File: config.mk
export PLATFORM = sky130hd
export DESIGN_NAME = telemetry_readback_registers
export DESIGN_NICKNAME = d
export VERILOG_FILES = /design/src/core/telemetry_readback_registers.v /design/src/core/line_impedance_div.v
export VERILOG_INCLUDE_DIRS = /design/src /design/src/common
export SDC_FILE = /design/constraint.sdc
export NUM_CORES = 1
export LEC_CHECK = 0
export BUFFER_PORTS_ARGS = -buffer_cell sky130_fd_sc_hd__buf_2
export CAP_MARGIN = 20
export CELL_PAD_IN_SITES_DETAIL_PLACEMENT = 1
export CELL_PAD_IN_SITES_GLOBAL_PLACEMENT = 2
export CORE_ASPECT_RATIO = 1.25
export CORE_MARGIN = 2
export CORE_UTILIZATION = 43
export CTS_BUF_LIST = sky130_fd_sc_hd__clkbuf_8
export DETAILED_ROUTE_END_ITERATION = 12
export GPL_ROUTABILITY_DRIVEN = 0
export PLACE_DENSITY = 0.95
export RECOVER_POWER = 50
export SLEW_MARGIN = 20
export SYNTH_ARGS = -nofsm -noshare
export SYNTH_HDL_FRONTEND = slang
export SYNTH_SLANG_ARGS = --single-unit
File: constraint.sdc
create_clock -name CLK -period 3.9 [get_ports CLK]
set_input_delay 0.39 -clock CLK [delete_from_list [all_inputs] [get_ports CLK]]
set_output_delay 0.39 -clock CLK [all_outputs]
set_load 0.03 [all_outputs]
File: src/common/telemetry_consts.vh
// Register offsets, field positions, reset values and scaling constants of the telemetry bank.
// Included by the register bank; holds definitions only.
`ifndef TELEMETRY_CONSTS_VH
`define TELEMETRY_CONSTS_VH
`define OFS_POWER 8'h19
`define OFS_TEMP 8'h1a
`define OFS_SHARE 8'h1d
`define OFS_MOD 8'h1e
`define OFS_IMPED 8'h1f
`define OFS_TRIM 8'h21
`define TRIM_POL_BIT 7
`define TRIM_MAG_MSB 6
`define TRIM_RESET 8'h00
`define TEMP_FULL_CODE 12'hf7c
`define READ_DATA_RESET 8'h00
`endif

File: src/core/telemetry_readback_registers.v
// Telemetry read-back register bank of a digital power-supply controller.
// Assumes the serial-bus front end issues single-cycle byte read and write strobes with an
// offset, and that converter samples arrive synchronous to CLK.
// How it works
// Power read MSB then LSB, consecutive reads.
// Power is the upper 16 of the 24 bits of remote voltage times output current.
// Temperature twelve bits in 15:4, two reads.
// Temperature code linear in thermistor voltage.
// Share level reads zero when sharing master.
// Modulation amount reported as eight bits.
// Impedance is voltage difference over current.
// Trim bit 7 selects negative gain.
// Trim bits 6:0 set gain magnitude.
// Writes to read-only registers are ignored.
`timescale 1ns/10ps
`default_nettype none
`include "telemetry_consts.vh"
module telemetry_readback_registers (
  // Clock, reset, enable
  input wire CLK,
  input wire ARST_N,
  input wire CE,
  // Byte register access
  input wire RD_STB,
  input wire WR_STB,
  input wire [7:0] ADDR,
  input wire [7:0] WDATA,
  output reg [7:0] RDATA,
  output reg RVALID,
  // Converter samples
  input wire [11:0] REMOTE_SENSE_VOLTAGE,
  input wire [11:0] LOCAL_SENSE_VOLTAGE,
  input wire [11:0] OUTPUT_CURRENT_SENSE,
  input wire [11:0] THERMISTOR_INPUT,
  input wire SAMPLE_VALID,
  input wire [7:0] SHARE_LEVEL,
  input wire SHARE_MASTER,
  input wire [7:0] MODULATION_AMOUNT,
  // Trim outputs
  output reg GAIN_NEGATIVE,
  output reg [6:0] GAIN_MAGNITUDE
);
  reg [15:0] power_r;
  reg [11:0] temp_r;
  reg [7:0] share_r;
  reg [7:0] mod_r;
  reg [7:0] imped_r;
  reg [7:0] trim_r;
  reg [7:0] low_hold_r;
  reg second_r;
  reg [7:0] last_addr_r;
  reg [7:0] rdata_nxt;
  reg [23:0] prod;
  reg [11:0] vdiff;
  wire div_busy;
  wire div_done;
  wire [7:0] div_q;
  reg [15:0] power_nxt;
  reg [11:0] temp_nxt;
  reg [7:0] share_nxt;
  reg [7:0] mod_nxt;
  reg [7:0] imped_nxt;
  reg [7:0] trim_nxt;
  reg [7:0] low_hold_nxt;
  reg second_nxt;
  reg [7:0] last_addr_nxt;
  reg div_start_r;
  reg [11:0] dividend_r;
  reg [11:0] divisor_r;

  always @* begin
    prod = REMOTE_SENSE_VOLTAGE * OUTPUT_CURRENT_SENSE;
    // A negative drop means the remote point reads higher; treat as zero impedance.
    if (LOCAL_SENSE_VOLTAGE > REMOTE_SENSE_VOLTAGE)
      vdiff = LOCAL_SENSE_VOLTAGE - REMOTE_SENSE_VOLTAGE;
    else
      vdiff = 12'h000;
  end

  // The divider needs its operands for twelve cycles, longer than the converter holds
  // its samples, so they are captured with the sample strobe and the division starts
  // one edge later. A sample that arrives mid-division leaves the impedance unchanged.
  always @(posedge CLK or negedge ARST_N) begin
    if (!ARST_N) begin
      div_start_r <= 1'b0;
      dividend_r <= 12'h000;
      divisor_r <= 12'h000;
    end else if (CE) begin
      div_start_r <= SAMPLE_VALID && !div_busy && !div_start_r;
      if (SAMPLE_VALID && !div_busy && !div_start_r) begin
        dividend_r <= vdiff;
        divisor_r <= OUTPUT_CURRENT_SENSE;
      end
    end
  end

  line_impedance_div u_div (
    .clk(CLK),
    .arst_n(ARST_N),
    .ce(CE),
    .start(div_start_r),
    .dividend(dividend_r),
    .divisor(divisor_r),
    .busy(div_busy),
    .done(div_done),
    .quotient(div_q)
  );

  // Next values of the bank. Thermistor and modulation samples pass straight through because the converter
  // transfer is already linear; the impedance follows fourteen cycles behind them.
  always @* begin
    power_nxt = power_r;
    temp_nxt = temp_r;
    share_nxt = share_r;
    mod_nxt = mod_r;
    imped_nxt = imped_r;
    if (SAMPLE_VALID) begin
      power_nxt = prod[23:8];
      temp_nxt = THERMISTOR_INPUT;
      share_nxt = SHARE_MASTER ? 8'h00 : SHARE_LEVEL;
      mod_nxt = MODULATION_AMOUNT;
    end
    if (div_done) begin
      imped_nxt = div_q;
    end
  end

  // Only the trim offset decodes writes, so the read-only registers never change
  // from the bus side.
  always @* begin
    trim_nxt = trim_r;
    if (WR_STB && ADDR == `OFS_TRIM) begin
      trim_nxt = WDATA;
    end
  end

  always @(posedge CLK or negedge ARST_N) begin
    if (!ARST_N) begin
      power_r <= 16'h0000;
      temp_r <= 12'h000;
      share_r <= 8'h00;
      mod_r <= 8'h00;
      imped_r <= 8'h00;
    end else if (CE) begin
      power_r <= power_nxt;
      temp_r <= temp_nxt;
      share_r <= share_nxt;
      mod_r <= mod_nxt;
      imped_r <= imped_nxt;
    end
  end

  // The trim outputs follow the register one cycle later, so a write reaches the
  // current-sense path on the second edge after its strobe.
  always @(posedge CLK or negedge ARST_N) begin
    if (!ARST_N) begin
      trim_r <= `TRIM_RESET;
      GAIN_NEGATIVE <= 1'b0;
      GAIN_MAGNITUDE <= 7'h00;
    end else if (CE) begin
      trim_r <= trim_nxt;
      GAIN_NEGATIVE <= trim_r[`TRIM_POL_BIT];
      GAIN_MAGNITUDE <= trim_r[`TRIM_MAG_MSB:0];
    end
  end

  // The low byte is captured with the first read, so both halves come from one sample.
  always @* begin
    rdata_nxt = `READ_DATA_RESET;
    case (ADDR)
      `OFS_POWER: rdata_nxt = (second_r && last_addr_r == `OFS_POWER) ? low_hold_r
                              : power_r[15:8];
      `OFS_TEMP: rdata_nxt = (second_r && last_addr_r == `OFS_TEMP) ? low_hold_r
                             : temp_r[11:4];
      `OFS_SHARE: rdata_nxt = SHARE_MASTER ? 8'h00 : share_r;
      `OFS_MOD: rdata_nxt = mod_r;
      `OFS_IMPED: rdata_nxt = imped_r;
      `OFS_TRIM: rdata_nxt = trim_r;
      default: rdata_nxt = `READ_DATA_RESET;
    endcase
  end

  // A read of a wide register opens a pair and latches its low byte; the next read of
  // the same offset closes it. Any other access breaks the pair.
  always @* begin
    second_nxt = second_r;
    low_hold_nxt = low_hold_r;
    last_addr_nxt = last_addr_r;
    if (RD_STB) begin
      last_addr_nxt = ADDR;
      if (!(second_r && last_addr_r == ADDR) &&
          (ADDR == `OFS_POWER || ADDR == `OFS_TEMP)) begin
        second_nxt = 1'b1;
        if (ADDR == `OFS_POWER) begin
          low_hold_nxt = power_r[7:0];
        end else begin
          low_hold_nxt = {temp_r[3:0], 4'h0};
        end
      end else begin
        second_nxt = 1'b0;
      end
    end else if (WR_STB) begin
      second_nxt = 1'b0;
    end
  end

  always @(posedge CLK or negedge ARST_N) begin
    if (!ARST_N) begin
      RDATA <= `READ_DATA_RESET;
      RVALID <= 1'b0;
      low_hold_r <= 8'h00;
      second_r <= 1'b0;
      last_addr_r <= 8'h00;
    end else if (CE) begin
      RVALID <= RD_STB;
      if (RD_STB) begin
        RDATA <= rdata_nxt;
      end
      low_hold_r <= low_hold_nxt;
      second_r <= second_nxt;
      last_addr_r <= last_addr_nxt;
    end
  end
endmodule
`default_nettype wire

File: src/core/line_impedance_div.v
// Sequential restoring divider producing the 8-bit line impedance quotient.
// Assumes the caller holds the operands stable while busy is high.
`timescale 1ns/10ps
`default_nettype none
module line_impedance_div (
  input wire clk,
  input wire arst_n,
  input wire ce,
  input wire start,
  input wire [11:0] dividend,
  input wire [11:0] divisor,
  output reg busy,
  output reg done,
  output reg [7:0] quotient
);
  reg [3:0] cnt_r;
  reg [11:0] rem_r;
  reg [11:0] quo_r;
  wire [12:0] trial;
  assign trial = {rem_r, quo_r[11]} - {1'b0, divisor};
  always @(posedge clk or negedge arst_n) begin
    if (!arst_n) begin
      cnt_r <= 4'h0;
      rem_r <= 12'h000;
      quo_r <= 12'h000;
      busy <= 1'b0;
      done <= 1'b0;
      quotient <= 8'h00;
    end else if (ce) begin
      done <= 1'b0;
      if (!busy && start) begin
        busy <= 1'b1;
        cnt_r <= 4'h0;
        rem_r <= 12'h000;
        quo_r <= dividend;
      end else if (busy) begin
        if (!trial[12]) begin
          rem_r <= trial[11:0];
          quo_r <= {quo_r[10:0], 1'b1};
        end else begin
          rem_r <= {rem_r[10:0], quo_r[11]};
          quo_r <= {quo_r[10:0], 1'b0};
        end
        cnt_r <= cnt_r + 4'h1;
        if (cnt_r == 4'hb) begin
          busy <= 1'b0;
          done <= 1'b1;
          // Quotients beyond eight bits saturate; a zero divisor gives full scale.
          if (quo_r[10:7] != 4'h0)
            quotient <= 8'hff;
          else
            quotient <= {quo_r[6:0], ~trial[12]};
        end
      end
    end
  end
endmodule
`default_nettype wire

# Word level (Yosys, flattened, before mapping)
# Index checks and enable logic that the tools add are counted.
dict set report op_classes {
  n_lt_le_gt_ge 1
  n_reduce_logical 24
  muxes 25
  eq_ne 10
  addsub 3
  multipliers 1
  bitwise 2
}
# operator count
set ops {}
lappend ops {{$mux W12} 6}
lappend ops {{$eq A8 B5 Y1 const B} 7}
lappend ops {{$mux W8} 6}
lappend ops {{$pmux W8 S6} 1}
lappend ops {{$mul A12 B12 Y24} 1}
lappend ops {{$reduce_and A2 Y1} 7}
lappend ops {{$sub A13 B12 Y13} 1}
lappend ops {{$gt A12 B12 Y1} 1}
lappend ops {{$sub A12 B12 Y12} 1}
lappend ops {{$mux W1} 10}
lappend ops {{$eq A8 B6 Y1 const B} 1}
lappend ops {{$eq A8 B8 Y1} 1}
lappend ops {{$logic_and A1 B1 Y1} 8}
lappend ops {{$mux W4} 2}
lappend ops {{$add A4 B1 Y4 const B} 1}
lappend ops {{$eq A4 B4 Y1 const B} 1}
lappend ops {{$reduce_and A4 Y1} 1}
lappend ops {{$reduce_bool A2 Y1} 2}
lappend ops {{$reduce_bool A4 Y1} 1}
lappend ops {{$logic_not A1 Y1} 3}
lappend ops {{$reduce_and A3 Y1} 1}
lappend ops {{$not A1 Y1} 2}
lappend ops {{$logic_or A1 B1 Y1} 1}
dict set report word_totals {
  wordCells 88
  register_bits 157
  input_bits 87
}

# Longest topological paths before layout
dict set report logic_depth {
  word_depth 6
  ltp_mapped 21
  depth_no_buf 19
}

# Cells and area by module
# From an unflattened synthesis, not the netlist that was laid out.
dict set report hier_totals {
  hier_cells 1346
  hier_area_um2 12976.2
}
# module instances area_per_inst_um2 cells_per_inst seq_area_each_um2
set by_module_without_submodules {}
lappend by_module_without_submodules {telemetry_readback_registers 1 10492.6 1079 2977.9}
lappend by_module_without_submodules {line_impedance_div 1 2483.6 267 950.9}

# Worst setup path after synthesis
# OpenSTA, ideal clock, no wires.
dict set report synth_path {
  kind {input to register}
  startpoint {in REMOTE_SENSE_VOLTAGE[7]}
  endpoint {reg power_r[6]}
  slack_ns -0.990
  n_path_buf 2
  setup_ns 0.125
  stages 18
  arrival_time_ns 4.765
  path_cell_list {clkbuf_1 > nand2_1 > fa_1 > fa_1 > fa_1 > inv_1 > fa_1 > inv_1 > fa_1 > inv_1 > ha_1 > clkbuf_1 > a21oi_1 > o21ai_0 > a41oi_1 > o21bai_1 > xor2_1 > mux2_2}
}
dict set report synth_via {
  elab_chain_len 1
}
# item line_no
set synth_lines {}
lappend synth_lines {{start: declaration} telemetry_readback_registers.v:31} ;# input wire [11:0] REMOTE_SENSE_VOLTAGE,
lappend synth_lines {{$mul A12 B12 Y24} telemetry_readback_registers.v:72} ;# prod = REMOTE_SENSE_VOLTAGE * OUTPUT_CURRENT_SENSE;
lappend synth_lines {{end signal: assignment} telemetry_readback_registers.v:145} ;# power_r <= power_nxt;
lappend synth_lines {{end: declaration} telemetry_readback_registers.v:43} ;# reg [15:0] power_r;
# No other way between the ends.
# A chain may end at the register's enable or synchronous reset.

# Final worst setup path
dict set report layout_path {
  startpoint {in OUTPUT_CURRENT_SENSE[7]}
  endpoint {reg power_r[15]}
}
dict set report layout_via {
  elab_chain_len 1
}
# item line_no
set layout_lines {}
lappend layout_lines {{start: declaration} telemetry_readback_registers.v:33} ;# input wire [11:0] OUTPUT_CURRENT_SENSE,
lappend layout_lines {{$mul A12 B12 Y24} telemetry_readback_registers.v:72}
# No other way between the ends.

==> results.yml <==
status:
  outcome: "complete, but fails checks"
  violations: "max-capacitance violations, max-slew violations, negative setup slack"
yosys:
  yosys_register_bits: 157
  synth_fp_nets: 1560
  synth_cell_types: 68
  syn-cell-area_mm2: 0.0125
  syn_avg_cell_area_um2: 9.71
  yosysTopAreaCell: "dfrtp_1"
  synthArstFlopShare: 1.00
  synthCells: 1289
  yosys-top-cells-area: "dfrtp_1 31%, fa_1 16%, ha_1 8.3%, nand2_1 5.6%, inv_1 5.0%"
  synth_ff_type: "dfrtp_1"
  synth_edf_count: 0
  synth_seq_area_share: 0.314
  yosys.area.top_type_share: 0.314
  yosysWarnings: 0
global_route:
  grt-ovfl-total: 0
  grt_start_max_net_pins: 119
  grt_usage: 0.229
  grt_pass1_wl_um: 55600
  grt_pass1_vias: 10900
  antenna_found_initial: 0
power_and_ir_drop:
  switching_share: 0.437
  share_comb_of_total_power: 0.668
  cellPowerDensity_mw_per_mm2: 733
  power.total_mw: 11.1
  peakVddDrop_mv: 0.495
  switching_power_mw: 4.85
  seq_power_share: 0.218
  power.leakage_nw: 7.52
  internal_power_mw: 6.26
  clkPwrFrac: 0.114
floorplan:
  start_util: 0.438
  die_w_um: 157
  core_area_mm2: 0.0286
  die_height_um: 195
  fp.dieArea_mm2: 0.0305
  row_count: 69
  ioPinCount: 104
route:
  routed-wl-met3_um: 905
  drt_iter0_drc: 349
  antenna_left: 0
  maxUsedRoutingLayer: "met4"
  drtPass1Iterations: 4
  route.detailed.wl_per_inst_um: 18.9
  wl_met1_um: 14500
  num_vias: 9788
  vias_per_cell: 5.28
  routed_wl_um: 35000
  drc: 0
  wl_met2_um: 18400
setup_path:
  required_ps: 4220
  worstSetupPathType: "in -> reg"
  worst_ep_arrival_time_ps: 4790
  end_kind: "register"
  start_kind: "primary input"
  path_max_fanout: 8
placed_design:
  numPortBuffers: 103
  pre_cts_ws_ps: -1110
  place_hpwl_um: 26500
timing:
  setup_ws_ps: -565
  fin_worst_skew_ps: 13.9
  tightest_slew_ps: 2210
  finalCriticalPeriod_ps: 4470
  finalHoldViolCount: 0
  slew_headroom: -0.473
  min_period_over_period: 1.14
  drv_slew: 40
  rsz0062_at_grt: "yes"
  setup_viol: 14
  fmax_mhz: 224
layout:
  nets: 1723
  fillCellCount: 3214
  drive_gt1_frac: 0.270
  syn_to_final_growth_pct: 21.3
  n_antenna_cell: 0
clock_tree:
  cts_buffers: 17
  clkSinkCount: 157
  clkTransAtPathRegs_ps: 100
  cts-root-buf: "clkbuf_8"
  cts_tree: "yes"
  h-tree-depth: 4
  clock_latency_ps: 460
  clockBufferDepth: 2
job:
  max-cap-violations: 1
worst_hold_path:
  hold_path.class: "in -> reg"
==> layer usage <==
metal,GRT usage,vias to the layer above
met5,0,-
met4,0.0758,0
met3,0.0219,65
met2,0.419,199
met1,0.279,4947
li1,-,4577
==> logic make-up after synthesis <==
group	count (synthesis)	synth area share
AND/OR/NAND/NOR	347	0.133
buffers and inverters	231	0.0717
multiplexers	101	0.0860
AO/OA/AOI/OAI	226	0.119
flip-flops	157	0.314
XOR/XNOR	43	0.0316
adder cells (fa/ha/maj)	184	0.245
==> Yosys cell counts (4+ instances only) <==
| cell | count |
|---|---|
| or3_1 | 4 |
| nand4_1 | 10 |
| o21a_1 | 4 |
| inv_1 | 167 |
| o22a_1 | 8 |
| nand3b_1 | 4 |
| mux2i_1 | 49 |
| nor2b_1 | 6 |
| dfrtp_1 | 157 |
| xnor2_1 | 25 |
| buf_2 | 12 |
| a21o_1 | 18 |
| a21oi_1 | 29 |
| nand2_1 | 187 |
| nand3_1 | 12 |
| buf_1 | 5 |
| a31oi_1 | 5 |
| and2_1 | 55 |
| fa_1 | 101 |
| clkbuf_1 | 44 |
| o21ai_1 | 16 |
| a22o_1 | 19 |
| ha_1 | 83 |
| nand2b_1 | 12 |
| xor2_1 | 17 |
| o22ai_1 | 8 |
| nor3_1 | 9 |
| nor2_1 | 30 |
| a22oi_1 | 9 |
| mux2_2 | 52 |
| o21ai_0 | 71 |
| o211ai_1 | 12 |
==> power by group through the flow <==
stage | Clock (mW) | Sequential, mW | Combinational, mW
3_3_place_gp | 0 | 2.43 | 5.98
4_1_cts | 1.31 | 2.43 | 6.76
5_1_grt | 1.37 | 2.49 | 8.15
3_5_place_dp | 0 | 2.46 | 6.29
6_report | 1.27 | 2.42 | 7.42
2_1_floorplan | 0 | 2.33 | 4.52
==> final cells by class <==
type	instances	area [um2]	share of cell area
Sequential cell	157	3930	0.259
Clock buffer	17	234	0.0154
Timing Repair Buffer	207	1530	0.101
Clock inverter	15	175	0.0115
Tap cell	390	488	0.0322
Inverter	168	631	0.0416
Multi-Input combinational cell	901	8190	0.539
==> worst max-delay path: stages <==
cell and delay (ps):
buf_12 110, and2_4 150, fa_1 550, inv_2 50
fa_1 510, fa_1 600, fa_1 450, fa_1 520
inv_2 50, ha_4 250, a21oi_2 150, nor3_1 80
nor3_1 280, o21ai_2 150, a31oi_1 260, xnor2_1 140
o21ai_0 90
==> placed cells by master (no fill, tap or decap), types with 49 or more instances in the layout <==
cell type,n
inv_1,152
mux2i_1,49
nand2_1,175
ha_1,67
fa_1,93
o21ai_0,61
buf_4,92
mux2_2,51
buf_2,86
dfrtp_1,157
==> state kept, by name, summed over array words and instances, names as in the netlist, 12 cells and up <==
name / count
dividend_r: 12
divisor_r: 12
power_r: 16
temp_r: 12
u_div.quo_r: 12
u_div.rem_r: 12
==> what timing repair did <==
action	4_1_cts	5_1_grt
gates cloned	1	0
endpoints found under the hold margin	39	0
hold buffers	1	0
pin swaps	47	43
resized for setup	79	50
endpoints found under the setup margin	16	16
buffers inserted	10	4
==> per-stage QoR <==
| stage | TNS, ps | cell area, um2 | util | std cells | hold WS, ps |
|---|---|---|---|---|---|
| after detailed placement | -15140 | 14100 | 0.495 | 1811 | 321 |
| after floorplan | -7240 | 12800 | - | 1289 | 94.4 |
| after CTS | -3820 | 14900 | 0.523 | 1854 | 114 |
| after global routing | -7190 | 15200 | 0.531 | 1855 | 123 |
| final | -5470 | 15200 | 0.531 | 1855 | 156 |
| after global placement | -12580 | 14100 | 0.495 | 1811 | 319 |
==> final timing paths <==
check / cells after the start / to / from / slack, ps
min: 2 / trim_r[0] / WDATA[0] / 160
min in group asynchronous: 2 / temp_r[4] / ARST_N / 1130
max: 17 / power_r[15] / OUTPUT_CURRENT_SENSE[7] / -570
max reg2reg: 10 / u_div.rem_r[4] / u_div.quo_r[11] / 1150
min reg2reg: 2 / share_r[0] / share_r[0] / 490
max in group asynchronous: 3 / u_div.quo_r[7] / ARST_N / 1270
No activity file was read; power rests on OpenSTA's default activity.
